===== config.mk =====
export PLATFORM = sky130hd
export DESIGN_NAME = mmd_decoder
export DESIGN_NICKNAME = d
export VERILOG_FILES = /design/src/include/mmd_pkg.sv /design/src/include/mmd_irq_if.sv /design/src/hdl/mmd_irq_arb.sv /design/src/hdl/mmd_decoder.sv
export SDC_FILE = /design/constraint.sdc
export NUM_CORES = 1
export LEC_CHECK = 0
export BUFFER_PORTS_ARGS = -buffer_cell sky130_fd_sc_hd__clkbuf_2
export CAP_MARGIN = 20
export CORE_MARGIN = 5
export CORE_UTILIZATION = 43
export DETAILED_ROUTE_END_ITERATION = 6
export PLACE_DENSITY = 0.85
export SLEW_MARGIN = 10
export SYNTH_ARGS = -nofsm -noshare
export SYNTH_HDL_FRONTEND = slang
export SYNTH_HIERARCHICAL = 1
export SYNTH_SLANG_ARGS = --single-unit

===== constraint.sdc =====
create_clock -name clock -period 2.71 [get_ports clock]
set_clock_uncertainty 0.1 [all_clocks]
set_input_delay 0.542 -clock clock [delete_from_list [all_inputs] [get_ports clock]]
set_output_delay 0.542 -clock clock [all_outputs]
set_load 0.005 [all_outputs]

===== src/include/mmd_pkg.sv =====
// Package: memory map, vector table and special-register map constants for the decoder
`default_nettype none
package mmd_pkg;
	// Widths
	localparam int unsigned ADDR_W   = 16;
	localparam int unsigned FLASH_AW = 13;  // 8 kB bank
	localparam int unsigned NUM_IRQ  = 10;

	// Program space
	localparam logic [15:0] FLASH_LO_BASE   = 16'h0000;
	localparam logic [15:0] FLASH_HI_BASE   = 16'h2000;
	localparam logic [15:0] FLASH_RSVD_BASE = 16'h3fc0;
	localparam logic [15:0] FLASH_RSVD_TOP  = 16'h3fff;
	localparam logic [15:0] XROM_BASE       = 16'h4000;
	localparam logic [15:0] RESET_VEC_TOP   = 16'h0002;
	localparam logic [15:0] IRQ_VEC_BASE    = 16'h0003;
	localparam logic [15:0] IRQ_VEC_TOP     = 16'h006a;
	localparam logic [15:0] IRQ_SLOT_UNUSED = 16'h0033;

	// Data space
	localparam logic [15:0] IRAM_HI_BASE = 16'h0080;
	localparam logic [15:0] XRAM_BASE    = 16'h0100;

	// Special registers; bit i of a map stands for address 80h + i
	localparam logic [7:0]   SFR_VERSION  = 8'hb2;
	localparam logic [7:0]   VERSION_ID   = 8'h5a;  // Arbitrary value
	localparam logic [2:0]   SFR_BIT_COL  = 3'h0;
	localparam logic [7:0]   SFR_NONE_VAL = 8'h00;
	localparam logic [127:0] SFR_IMPL_MAP = 128'h41013d013d013d2f0105010103037fff;
	localparam logic [127:0] SFR_RSVD_MAP = 128'h00000000000000100c18000000008000;

	// Interrupt sources in natural priority order: ext a, timer 0, ext b, timer 1,
	// serial 0, timer 2, serial 1, flash done, converter, watchdog
	localparam logic [NUM_IRQ-1:0][15:0] IRQ_VEC = {
		16'h0063, 16'h004b, 16'h0043, 16'h003b, 16'h002b,
		16'h0023, 16'h001b, 16'h0013, 16'h000b, 16'h0003};
	localparam logic [NUM_IRQ-1:0][3:0] IRQ_PRIO = {
		4'hc, 4'h9, 4'h8, 4'h7, 4'h6, 4'h5, 4'h4, 4'h3, 4'h2, 4'h1};
	localparam logic [3:0] PRIO_NONE = 4'h0;

	// Instruction timing: four master clocks per machine cycle
	localparam logic [1:0] PHASE_LAST = 2'h3;

	typedef enum logic [2:0] {
		CODE_NONE, CODE_FLASH_LO, CODE_FLASH_HI, CODE_EXT_ROM, CODE_DENIED
	} mmd_code_e;

	typedef enum logic [2:0] {
		DATA_NONE, DATA_IRAM_LO, DATA_SFR, DATA_IRAM_HI, DATA_EXT_RAM
	} mmd_data_e;
endpackage
`default_nettype wire


===== src/include/mmd_irq_if.sv =====
// Interface: pending interrupts in, chosen source out, between decoder and arbiter
`default_nettype none
interface mmd_irq_if;
	logic [mmd_pkg::NUM_IRQ-1:0] pending;
	logic [mmd_pkg::NUM_IRQ-1:0] level_hi;
	logic                        valid;
	logic [3:0]                  index;

	modport arbiter (input pending, input level_hi, output valid, output index);
	modport core (output pending, output level_hi, input valid, input index);
endinterface
`default_nettype wire


===== src/hdl/mmd_irq_arb.sv =====
// Interrupt arbiter: programmed level first, then highest natural priority
`default_nettype none
module mmd_irq_arb (
	mmd_irq_if.arbiter irq
);
	// Lowest set index wins; index order equals natural priority order
	function automatic logic [4:0] first_set(input logic [mmd_pkg::NUM_IRQ-1:0] v);
		logic [4:0] r;
		r = 5'h00;
		for (int i = mmd_pkg::NUM_IRQ - 1; i >= 0; i--) begin
			if (v[i]) begin
				r = {1'b1, 4'(i)};
			end
		end
		return r;
	endfunction

	logic [mmd_pkg::NUM_IRQ-1:0] hi_req;
	wire  [4:0]                  hi_pick;
	wire  [4:0]                  any_pick;

	// Sources pending at the high programmed level
	genvar g;
	generate
		for (g = 0; g < mmd_pkg::NUM_IRQ; g++) begin : g_hi
			assign hi_req[g] = irq.pending[g] & irq.level_hi[g];
		end
	endgenerate

	// High level beats low; within a level the smaller number wins
	assign hi_pick   = first_set(hi_req);
	assign any_pick  = first_set(irq.pending);
	assign irq.valid = any_pick[4];
	assign irq.index = hi_pick[4] ? hi_pick[3:0] : any_pick[3:0];
endmodule
`default_nettype wire


===== src/hdl/mmd_decoder.sv =====
// Memory map decoder: program and data region selects, vectors and cycle timing
`default_nettype none
module mmd_decoder (
	input  wire logic              clock,
	input  wire logic              rst_n,
	input  wire logic              reset_pin,
	input  wire logic              external_program_select,
	input  wire logic              code_req,
	input  wire logic [15:0]       code_addr,
	input  wire logic              data_req,
	input  wire logic [15:0]       data_addr,
	input  wire logic              data_indirect,
	input  wire logic              data_bit_op,
	input  wire logic              ext_irq_line_a,
	input  wire logic              ext_irq_line_b,
	input  wire logic [7:0]        periph_irq,
	input  wire logic [9:0]        irq_level_hi,
	output var  mmd_pkg::mmd_code_e code_region_q,
	output logic [12:0]            code_bank_addr_q,
	output logic                   code_denied_q,
	output logic                   code_reset_vec_q,
	output logic                   code_irq_vec_q,
	output var  mmd_pkg::mmd_data_e data_region_q,
	output logic [7:0]             data_local_addr_q,
	output logic                   sfr_bit_ok_q,
	output logic                   sfr_bit_fault_q,
	output logic                   sfr_unimpl_q,
	output logic                   sfr_reserved_q,
	output logic [7:0]             sfr_rdata_q,
	output logic                   sfr_rdata_valid_q,
	output logic                   irq_valid_q,
	output logic [15:0]            irq_vector_q,
	output logic [3:0]             irq_prio_q,
	output logic [1:0]             cycle_phase_q,
	output logic                   instr_end_q,
	output logic                   core_reset_q
);
	// Either reset source holds the block; the pin is active high
	wire rst_int = !rst_n || reset_pin;

	// Program space decode, all from the current address
	wire                 code_in_low;
	wire                 code_in_rsvd;
	wire                 code_in_hi_bank;
	mmd_pkg::mmd_code_e  code_sel;
	assign code_in_low     = code_addr < mmd_pkg::XROM_BASE;
	assign code_in_rsvd    = (code_addr >= mmd_pkg::FLASH_RSVD_BASE) &&
	                         (code_addr <= mmd_pkg::FLASH_RSVD_TOP);
	assign code_in_hi_bank = code_addr >= mmd_pkg::FLASH_HI_BASE;
	assign code_sel =
		!code_req                 ? mmd_pkg::CODE_NONE     :
		!external_program_select  ? mmd_pkg::CODE_EXT_ROM  :
		!code_in_low              ? mmd_pkg::CODE_EXT_ROM  :
		code_in_rsvd              ? mmd_pkg::CODE_DENIED   :
		code_in_hi_bank           ? mmd_pkg::CODE_FLASH_HI :
		                            mmd_pkg::CODE_FLASH_LO;

	// Vector area markers; only meaningful in the lower flash bank
	wire code_is_reset_vec;
	wire code_is_irq_vec;
	assign code_is_reset_vec = (code_sel == mmd_pkg::CODE_FLASH_LO) &&
	                           (code_addr <= mmd_pkg::RESET_VEC_TOP);
	assign code_is_irq_vec   = (code_sel == mmd_pkg::CODE_FLASH_LO) &&
	                           (code_addr >= mmd_pkg::IRQ_VEC_BASE) &&
	                           (code_addr <= mmd_pkg::IRQ_VEC_TOP);

	// Data space decode; the addressing mode only matters in the upper block
	wire                 data_in_low;
	wire                 data_internal;
	mmd_pkg::mmd_data_e  data_sel;
	assign data_in_low   = data_addr < mmd_pkg::IRAM_HI_BASE;
	assign data_internal = data_addr < mmd_pkg::XRAM_BASE;
	assign data_sel =
		!data_req      ? mmd_pkg::DATA_NONE    :
		!data_internal ? mmd_pkg::DATA_EXT_RAM :
		data_in_low    ? mmd_pkg::DATA_IRAM_LO :
		data_indirect  ? mmd_pkg::DATA_IRAM_HI :
		                 mmd_pkg::DATA_SFR;

	// Register window checks; maps are indexed by the low seven address bits
	wire       sfr_hit;
	wire [6:0] sfr_idx;
	wire       sfr_impl;
	wire       sfr_rsvd;
	wire       sfr_col0;
	wire       sfr_is_version;
	assign sfr_hit        = data_sel == mmd_pkg::DATA_SFR;
	assign sfr_idx        = data_addr[6:0];
	assign sfr_impl       = mmd_pkg::SFR_IMPL_MAP[sfr_idx];
	assign sfr_rsvd       = mmd_pkg::SFR_RSVD_MAP[sfr_idx];
	assign sfr_col0       = data_addr[2:0] == mmd_pkg::SFR_BIT_COL;
	assign sfr_is_version = sfr_hit && (data_addr[7:0] == mmd_pkg::SFR_VERSION);

	// Unassigned registers answer a fixed zero rather than stale data
	wire [7:0] sfr_rdata_d;
	assign sfr_rdata_d = sfr_is_version ? mmd_pkg::VERSION_ID : mmd_pkg::SFR_NONE_VAL;

	// Interrupt arbitration; source order follows natural priority
	mmd_irq_if irq_bus ();
	assign irq_bus.pending  = {periph_irq[7:1], ext_irq_line_b, periph_irq[0], ext_irq_line_a};
	assign irq_bus.level_hi = irq_level_hi;

	mmd_irq_arb u_arb (
		.irq (irq_bus)
	);

	// Vector and priority lookup; the range guard keeps a stray index harmless
	wire        irq_idx_ok;
	wire [15:0] irq_vector_d;
	wire [3:0]  irq_prio_d;
	assign irq_idx_ok   = irq_bus.valid && (irq_bus.index < 4'(mmd_pkg::NUM_IRQ));
	assign irq_vector_d = irq_idx_ok ? mmd_pkg::IRQ_VEC[irq_bus.index] :
	                                   mmd_pkg::IRQ_VEC_BASE;
	assign irq_prio_d   = irq_idx_ok ? mmd_pkg::IRQ_PRIO[irq_bus.index] :
	                                   mmd_pkg::PRIO_NONE;

	// Four-phase machine cycle counter
	wire [1:0] cycle_phase_d;
	assign cycle_phase_d = (cycle_phase_q == mmd_pkg::PHASE_LAST) ? 2'h0 :
	                       2'(cycle_phase_q + 2'h1);

	// Reset status and cycle timing
	always_ff @(posedge clock) begin
		core_reset_q <= rst_int;
		if (rst_int) begin
			cycle_phase_q <= 2'h0;
			instr_end_q   <= 1'b0;
		end else begin
			cycle_phase_q <= cycle_phase_d;
			instr_end_q   <= cycle_phase_d == mmd_pkg::PHASE_LAST;
		end
	end

	// Program side outputs; registered so the core sees clean selects
	always_ff @(posedge clock) begin
		if (rst_int) begin
			code_region_q    <= mmd_pkg::CODE_NONE;
			code_bank_addr_q <= 13'h0000;
			code_denied_q    <= 1'b0;
			code_reset_vec_q <= 1'b0;
			code_irq_vec_q   <= 1'b0;
		end else begin
			code_region_q    <= code_sel;
			code_bank_addr_q <= code_addr[mmd_pkg::FLASH_AW-1:0];
			code_denied_q    <= code_sel == mmd_pkg::CODE_DENIED;
			code_reset_vec_q <= code_is_reset_vec;
			code_irq_vec_q   <= code_is_irq_vec;
		end
	end

	// Data side outputs
	always_ff @(posedge clock) begin
		if (rst_int) begin
			data_region_q     <= mmd_pkg::DATA_NONE;
			data_local_addr_q <= 8'h00;
		end else begin
			data_region_q     <= data_sel;
			data_local_addr_q <= data_addr[7:0];
		end
	end

	// Register window status; bit work outside column zero is refused
	always_ff @(posedge clock) begin
		if (rst_int) begin
			sfr_bit_ok_q      <= 1'b0;
			sfr_bit_fault_q   <= 1'b0;
			sfr_unimpl_q      <= 1'b0;
			sfr_reserved_q    <= 1'b0;
			sfr_rdata_q       <= 8'h00;
			sfr_rdata_valid_q <= 1'b0;
		end else begin
			sfr_bit_ok_q      <= sfr_hit && data_bit_op && sfr_col0;
			sfr_bit_fault_q   <= sfr_hit && data_bit_op && !sfr_col0;
			sfr_unimpl_q      <= sfr_hit && !sfr_impl && !sfr_rsvd;
			sfr_reserved_q    <= sfr_hit && sfr_rsvd;
			sfr_rdata_q       <= sfr_rdata_d;
			sfr_rdata_valid_q <= sfr_is_version;
		end
	end

	// Chosen interrupt; a low slot number is not a priority, the table is
	always_ff @(posedge clock) begin
		if (rst_int) begin
			irq_valid_q  <= 1'b0;
			irq_vector_q <= mmd_pkg::IRQ_VEC_BASE;
			irq_prio_q   <= mmd_pkg::PRIO_NONE;
		end else begin
			irq_valid_q  <= irq_idx_ok;
			irq_vector_q <= irq_vector_d;
			irq_prio_q   <= irq_prio_d;
		end
	end

	// Checks on the decoded outputs
	a_reset_pin_holds: assert property (@(posedge clock)
		reset_pin |=> core_reset_q && (cycle_phase_q == 2'h0) && !irq_valid_q)
		else $error("reset pin did not hold the block");

	a_flash_banks: assert property (@(posedge clock) disable iff (rst_int)
		code_req && external_program_select && (code_addr < 16'h3fc0) |=>
		(code_region_q == ($past(code_addr) < 16'h2000 ? mmd_pkg::CODE_FLASH_LO
		                                               : mmd_pkg::CODE_FLASH_HI)) &&
		(code_bank_addr_q == $past(code_addr[12:0])))
		else $error("flash bank select wrong");

	a_rsvd_denied: assert property (@(posedge clock) disable iff (rst_int)
		code_req && external_program_select && (code_addr[15:6] == 10'h0ff) |=>
		code_denied_q && (code_region_q == mmd_pkg::CODE_DENIED))
		else $error("reserved flash top reached");

	a_ext_rom_route: assert property (@(posedge clock) disable iff (rst_int)
		code_req && (!external_program_select || code_addr[15:14] != 2'h0) |=>
		(code_region_q == mmd_pkg::CODE_EXT_ROM) && !code_denied_q)
		else $error("fetch not sent to external ROM");

	a_vector_area: assert property (@(posedge clock) disable iff (rst_int)
		code_req && external_program_select |=>
		(code_reset_vec_q == ($past(code_addr) <= 16'h0002)) &&
		(code_irq_vec_q == ($past(code_addr) >= 16'h0003 && $past(code_addr) <= 16'h006a)))
		else $error("vector area marker wrong");

	a_data_regions: assert property (@(posedge clock) disable iff (rst_int)
		data_req |=> data_region_q ==
		($past(data_addr) >= 16'h0100 ? mmd_pkg::DATA_EXT_RAM :
		 $past(data_addr) <  16'h0080 ? mmd_pkg::DATA_IRAM_LO :
		 $past(data_indirect)         ? mmd_pkg::DATA_IRAM_HI : mmd_pkg::DATA_SFR))
		else $error("data region select wrong");

	a_ext_line_slots: assert property (@(posedge clock) disable iff (rst_int)
		ext_irq_line_a && (irq_level_hi[0] || !(|irq_level_hi)) |=>
		irq_valid_q && (irq_vector_q == 16'h0003) && (irq_prio_q == 4'h1))
		else $error("line a vector wrong");

	a_line_b_slot: assert property (@(posedge clock) disable iff (rst_int)
		ext_irq_line_b && !ext_irq_line_a && (periph_irq[0] == 1'b0) && !(|irq_level_hi) |=>
		(irq_vector_q == 16'h0013) && (irq_prio_q == 4'h3))
		else $error("line b vector wrong");

	a_watchdog_slot: assert property (@(posedge clock) disable iff (rst_int)
		periph_irq[7] && irq_level_hi[9] && !(|(irq_bus.pending[8:0] & irq_level_hi[8:0])) |=>
		(irq_vector_q == 16'h0063) && (irq_prio_q == 4'hc))
		else $error("watchdog vector wrong");

	a_timer0_slot: assert property (@(posedge clock) disable iff (rst_int)
		periph_irq[0] && !ext_irq_line_a && !(|irq_level_hi) |=>
		irq_valid_q && (irq_vector_q == 16'h000b) && (irq_prio_q == 4'h2))
		else $error("timer 0 vector wrong");

	a_serial0_slot: assert property (@(posedge clock) disable iff (rst_int)
		periph_irq[2] && !(|{periph_irq[1:0], ext_irq_line_b, ext_irq_line_a}) &&
		!(|irq_level_hi) |=> (irq_vector_q == 16'h0023) && (irq_prio_q == 4'h5))
		else $error("serial 0 vector wrong");

	a_serial1_slot: assert property (@(posedge clock) disable iff (rst_int)
		periph_irq[4] && irq_level_hi[6] && !(|(irq_bus.pending[5:0] & irq_level_hi[5:0])) |=>
		(irq_vector_q == 16'h003b) && (irq_prio_q == 4'h7))
		else $error("serial 1 vector wrong");

	a_flash_done_slot: assert property (@(posedge clock) disable iff (rst_int)
		periph_irq[5] && irq_level_hi[7] && !(|(irq_bus.pending[6:0] & irq_level_hi[6:0])) |=>
		(irq_vector_q == 16'h0043) && (irq_prio_q == 4'h8))
		else $error("flash done vector wrong");

	// The level must be taken from the same cycle as the pick, not the current one
	a_level_first: assert property (@(posedge clock) disable iff (rst_int)
		irq_valid_q |-> (irq_vector_q != 16'h0033) &&
		(!$past(|(irq_bus.pending & irq_level_hi)) || $past(irq_level_hi[irq_bus.index])))
		else $error("interrupt level order broken");

	a_bit_column: assert property (@(posedge clock) disable iff (rst_int)
		sfr_bit_ok_q |-> ($past(data_addr[2:0]) == 3'h0) && !sfr_bit_fault_q)
		else $error("bit access outside column zero");

	a_version_read: assert property (@(posedge clock) disable iff (rst_int)
		data_req && !data_indirect && (data_addr == 16'h00b2) |=>
		sfr_rdata_valid_q && (sfr_rdata_q == mmd_pkg::VERSION_ID))
		else $error("version register not returned");

	a_reserved_flag: assert property (@(posedge clock) disable iff (rst_int)
		sfr_reserved_q |-> !sfr_unimpl_q && !sfr_rdata_valid_q && (sfr_rdata_q == 8'h00))
		else $error("reserved register answered");

	a_four_clock_cycle: assert property (@(posedge clock) disable iff (rst_int)
		instr_end_q |=> !instr_end_q [*3] ##1 instr_end_q)
		else $error("machine cycle not four clocks");
endmodule
`default_nettype wire


# ---- After elaboration in Yosys (flattened, before gate mapping)
# Memories as Yosys holds them, arrays and structs flattened. A register that Yosys moved wholly into a read port is not among the register bits.
# Index checks and enable logic that the tools add are counted.
dict set report classes {
  n_lt_le_gt_ge 11
  n_bitwise 11
  n_eq_ne 6
  n_addsub 1
  n_reduce_logical 19
  n_mux 34
}
# cell n
set op_table {}
lappend op_table {{$mux W5} 20}
lappend op_table {{$ge A16 B14 Y1 const B} 2}
lappend op_table {{$mux W3} 6}
lappend op_table {{$ge A16 B2 Y1 const B} 1}
lappend op_table {{$le A16 B14 Y1 const B} 1}
lappend op_table {{$le A16 B2 Y1 const B} 1}
lappend op_table {{$le A16 B7 Y1 const B} 1}
lappend op_table {{$lt A16 B15 Y1 const B} 1}
lappend op_table {{$lt A16 B8 Y1 const B} 1}
lappend op_table {{$lt A16 B9 Y1 const B} 1}
lappend op_table {{$logic_and A1 B1 Y1} 12}
lappend op_table {{$and A1 B1 Y1} 10}
lappend op_table {{$eq A8 B8 Y1 const B} 1}
lappend op_table {{$lt A7 B8 Y1 const B} 1}
lappend op_table {{$mux W7} 1}
lappend op_table {{$mux W2} 3}
lappend op_table {{$eq A2 B2 Y1 const B} 2}
lappend op_table {{$logic_not A1 Y1} 4}
lappend op_table {{$lt A4 B4 Y1 const B} 1}
lappend op_table {{$mux W4} 1}
lappend op_table {{$eq A3 B1 Y1 const B} 1}
lappend op_table {{$eq A3 B2 Y1 const B} 1}
lappend op_table {{$eq A3 B3 Y1 const B} 1}
lappend op_table {{$logic_not A3 Y1} 1}
lappend op_table {{5 further kinds} 7}
dict set report word_totals {
  ff_bits 48
  rom_bits 576
  output_inout_bits 68
  mem_count 4
  elab_cells 103
}
# name depth width read_ports rd_ports_with_merged_regs write_ports line
set memory_table {}
lappend memory_table {{(name not given)} 16 16 1 1 0 mmd_decoder.sv:112} ;# assign irq_vector_d = irq_idx_ok ? mmd_pkg::IRQ_VEC[irq_bus.index] :
lappend memory_table {{(name not given)} 128 1 1 0 0 mmd_decoder.sv:90} ;# assign sfr_rsvd = mmd_pkg::SFR_RSVD_MAP[sfr_idx];
lappend memory_table {{(name not given)} 128 1 1 0 0 mmd_decoder.sv:89} ;# assign sfr_impl = mmd_pkg::SFR_IMPL_MAP[sfr_idx];
lappend memory_table {{(name not given)} 16 4 1 1 0 mmd_decoder.sv:114} ;# assign irq_prio_d = irq_idx_ok ? mmd_pkg::IRQ_PRIO[irq_bus.index] :

# ---- Depth between registers and ports, before layout
dict set report depth {
  ltp_word 16
  mapped_depth 9
  mapped_depth_nobuf 8
}

# ---- Cells and area by module
# Netlist, hierarchy kept.
# mod cells_per_inst seq_area_each_um2 area_each_um2 instances
set by_module_without_submodules {}
lappend by_module_without_submodules {mmd_decoder 197 940.9 1861.8 1}
lappend by_module_without_submodules {mmd_irq_arb 44 0.0 276.5 1}

# ---- Worst setup path before layout
# OpenSTA, ideal clock, no wires.
dict set report synth_timing {
  path_kind {input -> register}
  start {in irq_level_hi[2]}
  end {reg irq_vector_q[3]}
  slack_ns 0.445
  arrival_ns 2.094
  required_ns 2.539
  stages 8
  setup_time_ns 0.071
  cell_sequence {a22o_1 and2b_2 nand3_1 o22ai_1 inv_1 ha_1 a211o_1 a21oi_1}
}
dict set report synth_between {
  elab_chain_len 9
}
# element line
set synth_rtl {}
lappend synth_rtl {{start: declaration} mmd_decoder.sv:17} ;# input wire logic [9:0] irq_level_hi,
lappend synth_rtl {{$and A1 B1 Y1 *} mmd_irq_arb.sv:26} ;# assign hi_req[g] = irq.pending[g] & irq.level_hi[g];
lappend synth_rtl {{$mux W5 * (3 in series)} mmd_irq_arb.sv:11} ;# if (v[i]) begin
lappend synth_rtl {{$mux W4 *} mmd_irq_arb.sv:34} ;# assign irq.index = hi_pick[4] ? hi_pick[3:0] : any_pick[3:0];
lappend synth_rtl {{named net irq_bus.index[0]} mmd_irq_if.sv:7} ;# logic [3:0] index;
lappend synth_rtl {{$lt A4 B4 Y1} mmd_decoder.sv:111} ;# assign irq_idx_ok = irq_bus.valid && (irq_bus.index < 4'(mmd_pkg::NUM_IRQ));
lappend synth_rtl {{$logic_and A1 B1 Y1} mmd_decoder.sv:111}
lappend synth_rtl {{$not A1 Y1 (no source line)} --}
lappend synth_rtl {{$reduce_or A2 Y1 (no source line)} --}
lappend synth_rtl {{end: declaration} mmd_decoder.sv:32} ;# output logic [15:0] irq_vector_q,
# Mark *: on every way through the listed nets, which the timed path passes. The rest lies on a longest branch.
# A chain may end at the register's enable or synchronous reset.

# ---- Final worst setup path
dict set report layout_timing {
  start {in periph_irq[6]}
  end {reg irq_vector_q[3]}
}
dict set report layout_between {
  elab_chain_len 15
  word_cells_on_any_way 24
}
# element line
set layout_rtl {}
lappend layout_rtl {{start: declaration} mmd_decoder.sv:16} ;# input wire logic [7:0] periph_irq,
lappend layout_rtl {{$and A1 B1 Y1} mmd_irq_arb.sv:26}
lappend layout_rtl {{$mux W5 (9 in series)} mmd_irq_arb.sv:11}
lappend layout_rtl {{$mux W4 *} mmd_irq_arb.sv:34}
lappend layout_rtl {{named net irq_bus.index[0]} mmd_irq_if.sv:7}
lappend layout_rtl {{$lt A4 B4 Y1} mmd_decoder.sv:111}
lappend layout_rtl {{$logic_and A1 B1 Y1} mmd_decoder.sv:111}
lappend layout_rtl {{$not A1 Y1 (no source line)} --}
lappend layout_rtl {{$reduce_or A2 Y1 (no source line)} --}
# Marks and branches as above.

==> results.yml <==
worst_setup_path:
  critPathMaxFanout: 5
  cpMaxStageDelayCell: "ha_1"
  worst_path_largest_cell_delay_ns: 0.31
  end_kind: "register"
  worstPathCellList: "clkbuf_2 > a22o_1 > nor3_1 > nand3_1 > o22ai_1 > inv_1 > ha_1 > a211o_1 > a21oi_1"
  critPathArrivalTime_ns: 2.20
  critPathLaunchType: "input port"
  critPathRequiredTime_ns: 2.84
  crit_type: "input port to register"
route:
  ant_nets: 0
  drt-total-wl_mm: 5.26
  avgRoutedWirePerCell_microns: 12.7
  firstDrtPassIters: 5
  drtIter0Drc: 46
  vias_per_cell: 4.89
  num_vias: 2030
  drt_drc_violations_left: 0
yosys:
  synth_top_cell_area_share: 0.440
  yosys-top-cells-area: "dfxtp_1, buf_4, and2_1"
  synth-edff-count: 0
  seq_area_frac_synth: 0.440
  synth_area_sq_um: 2140
  synth_top_family_by_area: "simple AND/OR/NAND/NOR gates"
  async_flop_share: 0
  postSynthAreaPerCell_sq_um: 8.87
  muxShareOfSynthArea: 0.00995
  ys_ff_latch: 47
  syn_inst: 241
  synth-xor-area-share: 0.00410
  ys.flop_type: "dfxtp_1"
  synthAdderAreaFrac: 0.0234
  yosys.cell_types.count: 51
  synth_compound_area_frac: 0.152
  synthSimpleGateAreaFrac: 0.260
  synth_top_area_cell: "dfxtp_1"
  yosysWarnings: 6
global_route:
  grt_pass1_wl_mm: 8.25
  busiest_layer: "met2"
  globalRouteOverflowTotal: 0
  track_usage: 0.160
  grt_use_met2: 0.274
  grt_pass1_vias: 1911
  antenna_found_initial: 0
  grt_util_met1: 0.191
  use_met3: 0.0471
  grt_start_max_net_pins: 17
clock_network:
  clock_sinks: 47
  clk_path_buf_depth: 2
  h-tree-depth: 2
  cts_root_buf: "clkbuf_8"
  cts_hold_buffers: 0
  cts_setup_buffers: 0
  cts-resized-gates: 0
  clk_pin_slew_worst_paths_ns: 0.09
  clock_latency_ns: 0.30
  cts_tree: "done"
  cts_made_buffers: 5
floorplanning:
  rows: 25
  start_util: 0.447
  io_pins: 128
  core-area_sq_um: 4790
  die_w_microns: 80.5
  die_area_sq_um: 6480
  die_y_microns: 80.5
timing:
  report.final.hold_viol_count: 0
  layout_setup_ws_ns: 0.637
  final_max_slew_viol_count: 0
  max_freq_mhz: 482
  tns_ns: 0
  min_period_over_period: 0.765
  min_period_ns: 2.07
  rsz0062_at_grt: "false"
  setup_violations: 0
power_and_ir_drop:
  internal-power_uw: 1090
  peakVddDrop_v: 0.000222
  p_per_area_nw_per_um2: 524
  leakage_uw: 0.00136
  sw_frac_of_total: 0.247
  switchingPower_uw: 359
  p_comb_frac: 0.150
  p_clk_frac: 0.354
  power_frac_seq: 0.496
placed_design:
  port_buffers: 111
  globalplace.congestion: 0.833
  place_inst: 407
  post-place-ws_ns: 0.319
  place_hpwl_mm: 4.36
layout:
  area_growth_pct: 29.8
  post-route-util: 0.580
  drive_above_1_share: 0.385
  nFillCells: 429
  stdcell_count: 415
  fin_nets: 411
  diodes: 0
min_path:
  min_path_type: "input port to register"
outcome:
  status: "completed"
flow_run:
  maxCapViolations: 0
worst max-delay path, delay by kind of cell:
kind / cells / cell delay [ns]
AO/OA/AOI/OAI: 4 / 0.87
adder cells (fa/ha/maj): 1 / 0.31
AND/OR/NAND/NOR: 2 / 0.29
buffers and inverters: 2 / 0.19
layout make-up:
type | count | area (sq um) | area share
Multi-Input combinational cell | 170 | 1020 | 0.367
Tap cell | 67 | 83.8 | 0.0302
Clock buffer | 5 | 68.8 | 0.0248
Timing Repair Buffer | 115 | 586 | 0.211
Inverter | 8 | 30.0 | 0.0108
Clock inverter | 3 | 47.5 | 0.0171
Sequential cell | 47 | 941 | 0.339
synthesized netlist by cell type (2+ instances only):
cell type	instances
nor3_1	9
o21ai_1	2
ha_1	4
or2_2	2
a22o_1	2
o31ai_1	2
and2_1	25
o22ai_1	4
o21ai_0	3
a211oi_1	2
inv_1	8
nor2b_1	2
nand2_1	20
nor2_1	17
nor4b_1	2
a22oi_1	5
nand3_1	6
a32o_1	2
buf_4	21
nand4_1	2
conb_1	2
clkbuf_1	7
dfxtp_1	47
a31oi_1	3
a21oi_1	9
nor4_1	8
metrics by stage:
step / hold WS, ns / instance area, sq um / power [uW]
final: 0.368 / 2780 / 1450
after global routing: 0.365 / 2780 / 1530
after CTS: 0.351 / 2780 / 1470
after detailed placement: 0.380 / 2660 / 954
after global placement: 0.367 / 2660 / 947
after floorplan: 0.372 / 2190 / 863
worst paths after layout:
kind	from	to	slack [ns]	cells past startpoint
min	data_addr[7]	data_local_addr_q[7]$_SDFF_PP0_	0.37	2
max reg2reg	cycle_phase_q[0]$_SDFF_PP0_	cycle_phase_q[1]$_SDFF_PP0_	1.74	3
min reg2reg	cycle_phase_q[0]$_SDFF_PP0_	cycle_phase_q[0]$_SDFF_PP0_	0.39	1
max	periph_irq[6]	irq_vector_q[3]$_SDFF_PP0_	0.64	9
registers in the layout, summed over array words and instances, names as in the netlist, 2 cells and up:
register and count:
code_region_q 3, code_bank_addr_q 13, irq_prio_q 3, data_local_addr_q 8, data_region_q 3, irq_vector_q 4
cycle_phase_q 2
per-layer routing:
| metal | vias up | share of wire |
|---|---|---|
| met5 | - | 0 |
| met4 | 0 | 0.013 |
| met3 | 11 | 0.11 |
| met2 | 106 | 0.47 |
| met1 | 889 | 0.41 |
| li1 | 1024 | - |
power by group through the flow:
| stage | Sequential (uW) | Clock [uW] | Combinational (uW) |
|---|---|---|---|
| after global routing | 724 | 560 | 246 |
| final | 721 | 515 | 217 |
| after global placement | 737 | 0 | 210 |
| after floorplan | 740 | 0 | 123 |
| after CTS | 722 | 531 | 217 |
| after detailed placement | 738 | 0 | 216 |
layout by cell type (no fill, tap or decap), drive strengths merged, types with 3 or more instances in the layout:
cell type and n:
a22oi 5, a31oi 3, dfxtp 47, nand2 20
o21ai 5, buf 4, a21oi 9, clkbuf 116
nor2 17, ha 4, nor2b 3, o22ai 4
and2 25, inv 9, nor4 8, nor3 9
nand3 6, conb 16
logic make-up after synthesis:
| group | count (synthesis) |
|---|---|
| buffers and inverters | 38 |
| and+or+nand+nor | 102 |
| other | 2 |
| DFF | 47 |
| AOI/OAI and AO/OA | 45 |
| adders and majority gates | 4 |
| xor gates and xnor gates | 1 |
| muxes | 2 |
Power figures use the tool's default switching activity.
